`src/usart_params.svh`:
```
`ifndef USART_PARAMS_SVH
`define USART_PARAMS_SVH

// Register byte addresses
`define ADDR_CTRL 8'h00
`define ADDR_STATUS 8'h04
`define ADDR_CLEAR 8'h08
`define ADDR_TXDATA 8'h0C
`define ADDR_BAUD 8'h10

// Control register fields
`define CTRL_W 12
`define CTRL_TRANSMITTER_ENABLE 0
`define CTRL_RXEN 1
`define CTRL_LEN_LO 2
`define CTRL_LEN_HI 3
`define CTRL_PEN 4
`define CTRL_PODD 5
`define CTRL_STOP_LO 6
`define CTRL_STOP_HI 7
`define CTRL_HALF_DUPLEX_ENABLE 8
`define CTRL_CKEN 9
`define CTRL_PEIE 10
`define CTRL_TCIE 11
`define CTRL_RESET 12'h000

// Status and clear bits
`define ST_TXBE 0
`define ST_TC 1
`define ST_PE 2
`define CLR_PE 0
`define CLR_TC 1

// Character length codes and bit counts
`define LEN_8 2'h0
`define LEN_9 2'h1
`define LEN_7 2'h2
`define CHARS_7 4'h7
`define CHARS_8 4'h8
`define CHARS_9 4'h9

// Stop field codes and their length in half bits
`define STOP_1 2'h0
`define STOP_HALF 2'h1
`define STOP_2 2'h2
`define STOP_1P5 2'h3
`define HALVES_HALF 3'h1
`define HALVES_1 3'h2
`define HALVES_1P5 3'h3
`define HALVES_2 3'h4

// Half-bit period in clock cycles, 115200 baud at 20 MHz
`define BAUD_RESET 16'h0057
`define RESP_OKAY 2'h0
`define RESP_SLVERR 2'h2

`endif

```
`src/usart_pkg.sv`:
```
`default_nettype none
`include "usart_params.svh"

package usart_pkg;
	typedef enum logic [1:0] {TX_IDLE, TX_START, TX_DATA, TX_STOP} tx_state_t;
	typedef enum logic [1:0] {RX_IDLE, RX_START, RX_BITS, RX_STOP} rx_state_t;

	function automatic logic [3:0] char_bits(input logic [1:0] sel);
		unique case (sel)
			`LEN_9: char_bits = `CHARS_9;
			`LEN_7: char_bits = `CHARS_7;
			default: char_bits = `CHARS_8;
		endcase
	endfunction : char_bits

	// Parity over the bits below the top one of an n-bit character
	function automatic logic parity_of(input logic [8:0] d, input logic [3:0] n,
			input logic odd);
		logic p;
		p = odd;
		for (int i = 0; i < 9; i++) begin
			if (4'(i) + 4'h1 < n) begin
				p = p ^ d[i];
			end
		end
		parity_of = p;
	endfunction : parity_of

	function automatic logic [2:0] stop_halves(input logic [1:0] sel);
		unique case (sel)
			`STOP_HALF: stop_halves = `HALVES_HALF;
			`STOP_2: stop_halves = `HALVES_2;
			`STOP_1P5: stop_halves = `HALVES_1P5;
			default: stop_halves = `HALVES_1;
		endcase
	endfunction : stop_halves
endpackage : usart_pkg

`default_nettype wire

```
`src/half_bit_divider.sv`:
```
`default_nettype none
`include "usart_params.svh"

module half_bit_divider (
	// Clock and reset
	input wire logic aclk,
	input wire logic aresetn,
	// Control
	input wire logic clear,
	input wire logic [15:0] div,
	// Half-bit enable pulse
	output logic tick
);
	logic [15:0] cnt_reg;

	// Held in clear so the first half bit is full length
	always_ff @(posedge aclk) begin
		if (!aresetn || clear) begin
			cnt_reg <= 16'h0000;
			tick <= 1'b0;
		end else if ({1'b0, cnt_reg} + 17'h00001 >= {1'b0, div}) begin
			cnt_reg <= 16'h0000;
			tick <= 1'b1;
		end else begin
			cnt_reg <= cnt_reg + 16'h0001;
			tick <= 1'b0;
		end
	end
endmodule : half_bit_divider

`default_nettype wire

```
`src/rx_parity_check.sv`:
```
`default_nettype none
`include "usart_params.svh"

module rx_parity_check (
	// Clock and reset
	input wire logic aclk,
	input wire logic aresetn,
	// Configuration
	input wire logic enable,
	input wire logic [15:0] div,
	input wire logic [1:0] len_sel,
	input wire logic pen,
	input wire logic podd,
	// Serial input and result
	input wire logic line,
	output logic perr
);
	usart_pkg::rx_state_t state_reg;
	logic prev_reg;
	logic half_reg;
	logic [3:0] cnt_reg;
	logic [8:0] data_reg;
	logic tick;
	logic [3:0] n;

	assign n = usart_pkg::char_bits(len_sel);

	half_bit_divider u_div (
		.aclk(aclk),
		.aresetn(aresetn),
		.clear(state_reg == usart_pkg::RX_IDLE),
		.div(div),
		.tick(tick)
	);

	always_ff @(posedge aclk) begin
		if (!aresetn) begin
			prev_reg <= 1'b1;
		end else begin
			prev_reg <= line;
		end
	end

	always_ff @(posedge aclk) begin
		if (!aresetn) begin
			state_reg <= usart_pkg::RX_IDLE;
			half_reg <= 1'b0;
			cnt_reg <= 4'h0;
			data_reg <= 9'h000;
			perr <= 1'b0;
		end else begin
			perr <= 1'b0;
			unique case (state_reg)
				usart_pkg::RX_IDLE: begin
					if (enable && prev_reg && !line) begin
						state_reg <= usart_pkg::RX_START;
					end
				end
				usart_pkg::RX_START: begin
					// Mid start bit; a high level here was a glitch
					if (tick) begin
						state_reg <= line ? usart_pkg::RX_IDLE : usart_pkg::RX_BITS;
						half_reg <= 1'b0;
						cnt_reg <= 4'h0;
					end
				end
				usart_pkg::RX_BITS: begin
					if (tick) begin
						half_reg <= ~half_reg;
						if (half_reg) begin
							data_reg[cnt_reg] <= line;
							if (cnt_reg + 4'h1 == n) begin
								state_reg <= usart_pkg::RX_STOP;
								perr <= pen && (usart_pkg::parity_of(data_reg, n, podd) != line);
							end else begin
								cnt_reg <= cnt_reg + 4'h1;
							end
						end
					end
				end
				usart_pkg::RX_STOP: begin
					if (line) begin
						state_reg <= usart_pkg::RX_IDLE;
					end
				end
			endcase
		end
	end
endmodule : rx_parity_check

`default_nettype wire

```
`src/usart_tx_core.sv`:
```
// The AXI4-Lite register port and the register offsets were left to the implementer.
`default_nettype none
`include "usart_params.svh"

module usart_tx_core (
	// Clock and reset
	input wire logic aclk,
	input wire logic aresetn,
	// AXI4-Lite write channels
	input wire logic [7:0] awaddr,
	input wire logic awvalid,
	output logic awready,
	input wire logic [31:0] wdata,
	input wire logic [3:0] wstrb,
	input wire logic wvalid,
	output logic wready,
	output logic [1:0] bresp,
	output logic bvalid,
	input wire logic bready,
	// AXI4-Lite read channels
	input wire logic [7:0] araddr,
	input wire logic arvalid,
	output logic arready,
	output logic [31:0] rdata,
	output logic [1:0] rresp,
	output logic rvalid,
	input wire logic rready,
	// Serial pins
	input wire logic rx_i,
	input wire logic tx_i,
	output logic tx_o,
	output logic tx_oe,
	output logic ck_o,
	// Interrupt
	output logic irq
);
	logic [`CTRL_W-1:0] ctrl_reg;
	logic [15:0] baud_reg;
	logic [8:0] buf_reg;
	logic buf_full_reg;
	logic tc_reg;
	logic pe_reg;
	usart_pkg::tx_state_t state_reg;
	logic half_reg;
	logic [3:0] bit_cnt_reg;
	logic [2:0] stop_cnt_reg;
	logic [8:0] shift_reg;
	logic line_reg;
	logic [7:0] aw_addr_reg;
	logic aw_full_reg;
	logic [31:0] w_data_reg;
	logic [3:0] w_strb_reg;
	logic w_full_reg;

	logic te, hd, pen, podd;
	logic [1:0] len_sel, stop_sel;
	logic [3:0] n;
	logic tick, rx_perr, rx_line;
	logic aw_hs, w_hs, ar_hs, do_write;
	logic aw_full_next, w_full_next, bvalid_next, rvalid_next;
	logic wr_ctrl, wr_clear, wr_tx, wr_baud, wr_ok;
	logic load, frame_end;
	logic [8:0] frame;

	assign te = ctrl_reg[`CTRL_TRANSMITTER_ENABLE];
	assign hd = ctrl_reg[`CTRL_HALF_DUPLEX_ENABLE];
	assign pen = ctrl_reg[`CTRL_PEN];
	assign podd = ctrl_reg[`CTRL_PODD];
	assign len_sel = ctrl_reg[`CTRL_LEN_HI:`CTRL_LEN_LO];
	assign stop_sel = ctrl_reg[`CTRL_STOP_HI:`CTRL_STOP_LO];
	assign n = usart_pkg::char_bits(len_sel);

	// Bus handshakes; write commits once address and data are both held
	assign aw_hs = awvalid && awready;
	assign w_hs = wvalid && wready;
	assign ar_hs = arvalid && arready;
	assign do_write = aw_full_reg && w_full_reg && !bvalid;
	assign aw_full_next = do_write ? 1'b0 : (aw_full_reg || aw_hs);
	assign w_full_next = do_write ? 1'b0 : (w_full_reg || w_hs);
	assign bvalid_next = do_write ? 1'b1 : (bvalid && !bready);
	assign rvalid_next = ar_hs ? 1'b1 : (rvalid && !rready);
	assign wr_ctrl = do_write && aw_addr_reg == `ADDR_CTRL;
	assign wr_clear = do_write && aw_addr_reg == `ADDR_CLEAR && w_strb_reg[0];
	assign wr_tx = do_write && aw_addr_reg == `ADDR_TXDATA && w_strb_reg[0];
	assign wr_baud = do_write && aw_addr_reg == `ADDR_BAUD;
	assign wr_ok = aw_addr_reg == `ADDR_CTRL || aw_addr_reg == `ADDR_CLEAR ||
		aw_addr_reg == `ADDR_TXDATA || aw_addr_reg == `ADDR_BAUD;

	always_ff @(posedge aclk) begin
		if (!aresetn) begin
			awready <= 1'b0;
			wready <= 1'b0;
			bvalid <= 1'b0;
			bresp <= `RESP_OKAY;
			aw_full_reg <= 1'b0;
			w_full_reg <= 1'b0;
			aw_addr_reg <= 8'h00;
			w_data_reg <= 32'h00000000;
			w_strb_reg <= 4'h0;
		end else begin
			aw_full_reg <= aw_full_next;
			w_full_reg <= w_full_next;
			bvalid <= bvalid_next;
			awready <= !aw_full_next && !bvalid_next;
			wready <= !w_full_next && !bvalid_next;
			if (aw_hs) begin
				aw_addr_reg <= awaddr;
			end
			if (w_hs) begin
				w_data_reg <= wdata;
				w_strb_reg <= wstrb;
			end
			if (do_write) begin
				bresp <= wr_ok ? `RESP_OKAY : `RESP_SLVERR;
			end
		end
	end

	// Reads answer one cycle after the address is taken
	always_ff @(posedge aclk) begin
		if (!aresetn) begin
			arready <= 1'b0;
			rvalid <= 1'b0;
			rdata <= 32'h00000000;
			rresp <= `RESP_OKAY;
		end else begin
			rvalid <= rvalid_next;
			arready <= !rvalid_next;
			if (ar_hs) begin
				rresp <= `RESP_OKAY;
				unique case (araddr)
					`ADDR_CTRL: rdata <= {20'h00000, ctrl_reg};
					`ADDR_STATUS: rdata <= {29'h00000000, pe_reg, tc_reg, !buf_full_reg};
					`ADDR_CLEAR: rdata <= 32'h00000000;
					`ADDR_TXDATA: rdata <= {23'h000000, buf_reg};
					`ADDR_BAUD: rdata <= {16'h0000, baud_reg};
					default: begin
						rdata <= 32'h00000000;
						rresp <= `RESP_SLVERR;
					end
				endcase
			end
		end
	end

	always_ff @(posedge aclk) begin
		if (!aresetn) begin
			ctrl_reg <= `CTRL_RESET;
			baud_reg <= `BAUD_RESET;
		end else begin
			if (wr_ctrl && w_strb_reg[0]) begin
				ctrl_reg[7:0] <= w_data_reg[7:0];
			end
			if (wr_ctrl && w_strb_reg[1]) begin
				ctrl_reg[`CTRL_W-1:8] <= w_data_reg[`CTRL_W-1:8];
			end
			if (wr_baud && w_strb_reg[0]) begin
				baud_reg[7:0] <= w_data_reg[7:0];
			end
			if (wr_baud && w_strb_reg[1]) begin
				baud_reg[15:8] <= w_data_reg[15:8];
			end
		end
	end

	always_comb begin
		frame = buf_reg;
		if (pen) begin
			frame[n - 4'h1] = usart_pkg::parity_of(buf_reg, n, podd);
		end
	end

	assign load = state_reg == usart_pkg::TX_IDLE && te && buf_full_reg;
	assign frame_end = state_reg == usart_pkg::TX_STOP && tick && stop_cnt_reg == 3'h1;

	always_ff @(posedge aclk) begin
		if (!aresetn) begin
			buf_reg <= 9'h000;
			buf_full_reg <= 1'b0;
		end else if (wr_tx) begin
			buf_reg <= w_data_reg[8:0];
			buf_full_reg <= 1'b1;
		end else if (load) begin
			buf_full_reg <= 1'b0;
		end
	end

	half_bit_divider u_div (
		.aclk(aclk),
		.aresetn(aresetn),
		.clear(state_reg == usart_pkg::TX_IDLE),
		.div(baud_reg),
		.tick(tick)
	);

	// A started frame always finishes, even if the enable drops
	always_ff @(posedge aclk) begin
		if (!aresetn) begin
			state_reg <= usart_pkg::TX_IDLE;
			half_reg <= 1'b0;
			bit_cnt_reg <= 4'h0;
			stop_cnt_reg <= 3'h0;
			shift_reg <= 9'h000;
			line_reg <= 1'b1;
		end else begin
			unique case (state_reg)
				usart_pkg::TX_IDLE: begin
					line_reg <= 1'b1;
					half_reg <= 1'b0;
					if (load) begin
						state_reg <= usart_pkg::TX_START;
						shift_reg <= frame;
						line_reg <= 1'b0;
					end
				end
				usart_pkg::TX_START: begin
					if (tick) begin
						half_reg <= ~half_reg;
						if (half_reg) begin
							state_reg <= usart_pkg::TX_DATA;
							line_reg <= shift_reg[0];
							shift_reg <= shift_reg >> 1;
							bit_cnt_reg <= n;
						end
					end
				end
				usart_pkg::TX_DATA: begin
					if (tick) begin
						half_reg <= ~half_reg;
						if (half_reg && bit_cnt_reg == 4'h1) begin
							state_reg <= usart_pkg::TX_STOP;
							line_reg <= 1'b1;
							stop_cnt_reg <= usart_pkg::stop_halves(stop_sel);
						end else if (half_reg) begin
							line_reg <= shift_reg[0];
							shift_reg <= shift_reg >> 1;
							bit_cnt_reg <= bit_cnt_reg - 4'h1;
						end
					end
				end
				usart_pkg::TX_STOP: begin
					line_reg <= 1'b1;
					if (tick) begin
						stop_cnt_reg <= stop_cnt_reg - 3'h1;
						if (stop_cnt_reg == 3'h1) begin
							state_reg <= usart_pkg::TX_IDLE;
						end
					end
				end
			endcase
		end
	end

	// Sticky flags; a setting event beats a clear in the same cycle
	always_ff @(posedge aclk) begin
		if (!aresetn) begin
			tc_reg <= 1'b1;
			pe_reg <= 1'b0;
		end else begin
			if (frame_end && !buf_full_reg) begin
				tc_reg <= 1'b1;
			end else if (wr_tx || (wr_clear && w_data_reg[`CLR_TC])) begin
				tc_reg <= 1'b0;
			end
			if (rx_perr) begin
				pe_reg <= 1'b1;
			end else if (wr_clear && w_data_reg[`CLR_PE]) begin
				pe_reg <= 1'b0;
			end
		end
	end

	// receiver hears the TX line in half duplex
	assign rx_line = hd ? tx_i : rx_i;

	rx_parity_check u_rx (
		.aclk(aclk),
		.aresetn(aresetn),
		.enable(ctrl_reg[`CTRL_RXEN]),
		.div(baud_reg),
		.len_sel(len_sel),
		.pen(pen),
		.podd(podd),
		.line(rx_line),
		.perr(rx_perr)
	);

	// Pins lag the frame by one cycle so every output is a flop
	always_ff @(posedge aclk) begin
		if (!aresetn) begin
			tx_o <= 1'b1;
			tx_oe <= 1'b0;
			ck_o <= 1'b0;
			irq <= 1'b0;
		end else begin
			tx_o <= hd ? 1'b0 : line_reg;
			tx_oe <= hd ? !line_reg : (te || state_reg != usart_pkg::TX_IDLE);
			ck_o <= ctrl_reg[`CTRL_CKEN] && state_reg == usart_pkg::TX_DATA && half_reg;
			irq <= (pe_reg && pen && ctrl_reg[`CTRL_PEIE]) || (tc_reg && ctrl_reg[`CTRL_TCIE]);
		end
	end
endmodule : usart_tx_core

`default_nettype wire

```
`config.mk`:
```
export PLATFORM = sky130hd
export DESIGN_NAME = usart_tx_core
export DESIGN_NICKNAME = d
export VERILOG_FILES = /design/src/usart_pkg.sv /design/src/half_bit_divider.sv /design/src/rx_parity_check.sv /design/src/usart_tx_core.sv
export VERILOG_INCLUDE_DIRS = /design/src
export SDC_FILE = /design/constraint.sdc
export NUM_CORES = 1
export LEC_CHECK = 0
export BUFFER_PORTS_ARGS = -buffer_cell sky130_fd_sc_hd__buf_2
export CORE_AREA = 2 2 145 147
export DETAILED_ROUTE_END_ITERATION = 10
export DIE_AREA = 0 0 147 149
export RECOVER_POWER = 25
export SETUP_SLACK_MARGIN = 0.4
export SLEW_MARGIN = 20
export SYNTH_ARGS = -nofsm -noshare
export SYNTH_HDL_FRONTEND = slang
export SYNTH_HIERARCHICAL = 1
export SYNTH_SLANG_ARGS = --single-unit
```
`constraint.sdc`:
```
create_clock -name aclk -period 3.6 [get_ports aclk]
set_input_delay 0.36 -clock aclk [delete_from_list [all_inputs] [get_ports aclk]]
set_output_delay 0.36 -clock aclk [all_outputs]
set_load 0.02 [all_outputs]
```
==> run metrics <==
worst path arrival time 3.41 ns; Starting Density 45.0%; Post-synth EDFFs 0; Net Sw Frac 28.8%; Min Clock Period, post-route 3.06 ns; Leak about 4.0 nW; status finished with violations; total of max-cap violations 1; RD Place Congestion 0.838; initial antenna violation count 0; Die Y 149 µm; DRC Markers 0; slew of the pin with the lowest slew margin 1.63 ns; Avg Vias per Cell a little over 5; pre-CTS setup slack between 0.3 and 0.4 ns; RSZ-0062 raised after global routing no; CTS root buffer clkbuf_16; Core ar. around 20000 µm²; Syn-to-layout area delta 11.4%; CTS tree done; clock power share 44.5%; Final Setup Violations 0; DRT antenna net count 0; first-pass GRT wire length 34.0 mm; I/O pin cnt 106; maximum clock path buffer count 2; Seq cells post-synth roughly 170; Pre-antenna DRT Iters 4; Crit. End Element register; CTS Buf Count 17; Die Wd 147 µm; vias in the first global route ~6600; dpl hpwl 15.5 mm; Final WS setup ~0.54 ns; Pins Over Slew Limit 99; GRT overflow 0; Finished Core Util 50.2%; pwr/cell area roughly 410 nW/µm²; final net count between 1000 and 1500; Comb pwr share 9.5%; Netlist cell types between 90 and 100; share of the synthesized area in the top cell type 36.1%; Worst Hold Class in -> reg; Detailed Route WL 20.9 mm; clock sinks 167; Async SR Flop Fraction 0%; synth warn 6; Clock Latency Late Sink 0.44 ns; Req. time, crit path 3.95 ns; top post-synthesis cells by count nand2_1, dfxtp_1, ha_1, inv_1, a21boi_0; CP Max Fanout 16; total number of vias 7076; share of post-route cells with drive strength above 1 between 10% and 20%; type of origin of the critical path register; Top FF cell, synth dfxtp_1; Post-CTS Setup Inserts 0; Detailed Route Iter0 Violations 385; maximum VDD drop 0.334 mV; Seq pwr share 46.1%; diode count 0; WL per Instance 15.2 µm; Max Fclk 0.327 GHz; Reg clk slew, reported paths 0.08 ns; Inst Count DP around 1300; All-Layer GR Usage slightly below 20%; Net Switching 1.22 mW; syn avg cell area 8.90 µm²; most numerous cell in the Yosys netlist nand2_1; synth top area cells dfxtp_1, ha_1, nand2_1; setup TNS 0 ns; Worst slew margin -8.41%; Syn Inst Count 1040; Post-Layout Cell Count approximately 1400; largest net degree at the start of global routing roughly 100; die area 21900 µm²; Hold Vio Cnt, Final 0; Rows 53; register area share after synthesis 36.1%; Crit Path Class reg -> reg; Overall Power about 4.2 mW; Pint 3.02 mW; # port buffers ~70; Synth area leader dfxtp_1; crit share post-route 84.9%; synthesized area 9260 µm²; H-Tree Depth 4; Layout Skew 0.0209 ns; failing checks capacitance limit, slew limit
[per-layer routing]
metal | routed length, µm | track usage (%) | share of wire [%]
met5 | 0 | 0 | 0
met4 | 246 | 5.48 | 1.2
met1 | 10600 | 27.3 | 51
met3 | 648 | 3.06 | 3.1
met2 | 9420 | 30.8 | 45
[power by group through the flow]
| stage | combinational, mW | clock (mW) | sequential, mW |
|---|---|---|---|
| floorplan | 0.317 | 0 | 2.00 |
| global placement | 0.405 | 0 | 2.00 |
| detailed placement | 0.408 | 0 | 2.00 |
| CTS | 0.409 | 1.93 | 1.96 |
| global route | 0.452 | 1.99 | 1.97 |
| finish | 0.403 | 1.89 | 1.96 |
[cell families (layout without fill, tap and decap cells)]
logic type	count (synthesis)	in the layout	share of synthesized area, %
adders and majority gates	56	56	7.57
muxes	34	34	3.76
other	1	18	0.0405
xor gates and xnor gates	46	46	4.80
and+or+nand+nor	415	415	25.0
DFF	167	167	36.1
buffers and inverters	119	164	6.57
AOI/OAI and AO/OA	202	202	16.2
[per-stage QoR]
stage | hold slack [ns] | cell area [µm²]
2_1_floorplan | 0.418 | 9320
3_3_place_gp | 0.439 | 9670
3_5_place_dp | 0.446 | 9670
4_1_cts | 0.148 | 10300
5_1_grt | 0.162 | 10300
6_report | 0.157 | 10300
[final cells by class]
class / instances / area, µm²
clock buffer: 17 / 425
tap: 275 / 344
fill: 2007 / 10200
inverter: 56 / 210
multi-input combinational: 771 / 5420
clock inverter: 15 / 201
timing repair buffer: 76 / 369
sequential: 167 / 3350
[critical path, stage by stage, from the launching register on]
cell and delay [ns]:
dfxtp_1 0.41, nand4_1 0.29, or4_4 0.57, xnor2_2 0.15, ha_1 0.30, nand3_1 0.12, or3_4 0.16, o41ai_4 0.06
or4b_4 0.56, buf_12 0.17, nor3b_1 0.19
[cell usage in the layout, fill, tap and decap left out, types with 7 or more instances in the layout]
cell type	count
clkbuf_1	29
nor3b_1	12
nor3b_2	20
a21boi_0	49
o211a_1	7
nand2_1	184
nor2b_1	27
conb_1	18
o21ai_0	42
xnor2_1	26
clkinv_8	7
and2_1	13
nor2_1	29
inv_1	56
a21boi_2	8
xor2_1	16
nand4_1	7
a21boi_1	9
mux2i_1	28
ha_1	55
a22oi_1	10
nor3_1	13
nand3_1	42
a21oi_1	29
clkbuf_16	17
buf_2	41
dfxtp_1	164
and3_1	8
nand2b_1	9
[path summary, 6_finish.rpt]
path / slack [ns] / from / end / cells past startpoint
worst max register to register: 0.54 / u_rx/u_div/cnt_reg[3] / u_rx/u_div/cnt_reg[15] / 10
worst min-delay path: 0.16 / wdata[13] / w_data_reg[13] / 3
worst min register to register: 0.45 / rdata[15] / rdata[15] / 2
worst max-delay path: 0.54 / u_rx/u_div/cnt_reg[3] / u_rx/u_div/cnt_reg[15] / 10
[timing repair]
action / CTS / global route
setup endpoints to repair: 16 / 16
cloned: 0 / 0
hold buffers: 0 / 0
resized for setup: 3 / 14
pin swaps: 0 / 2
Power figures use the tool's default switching activity.
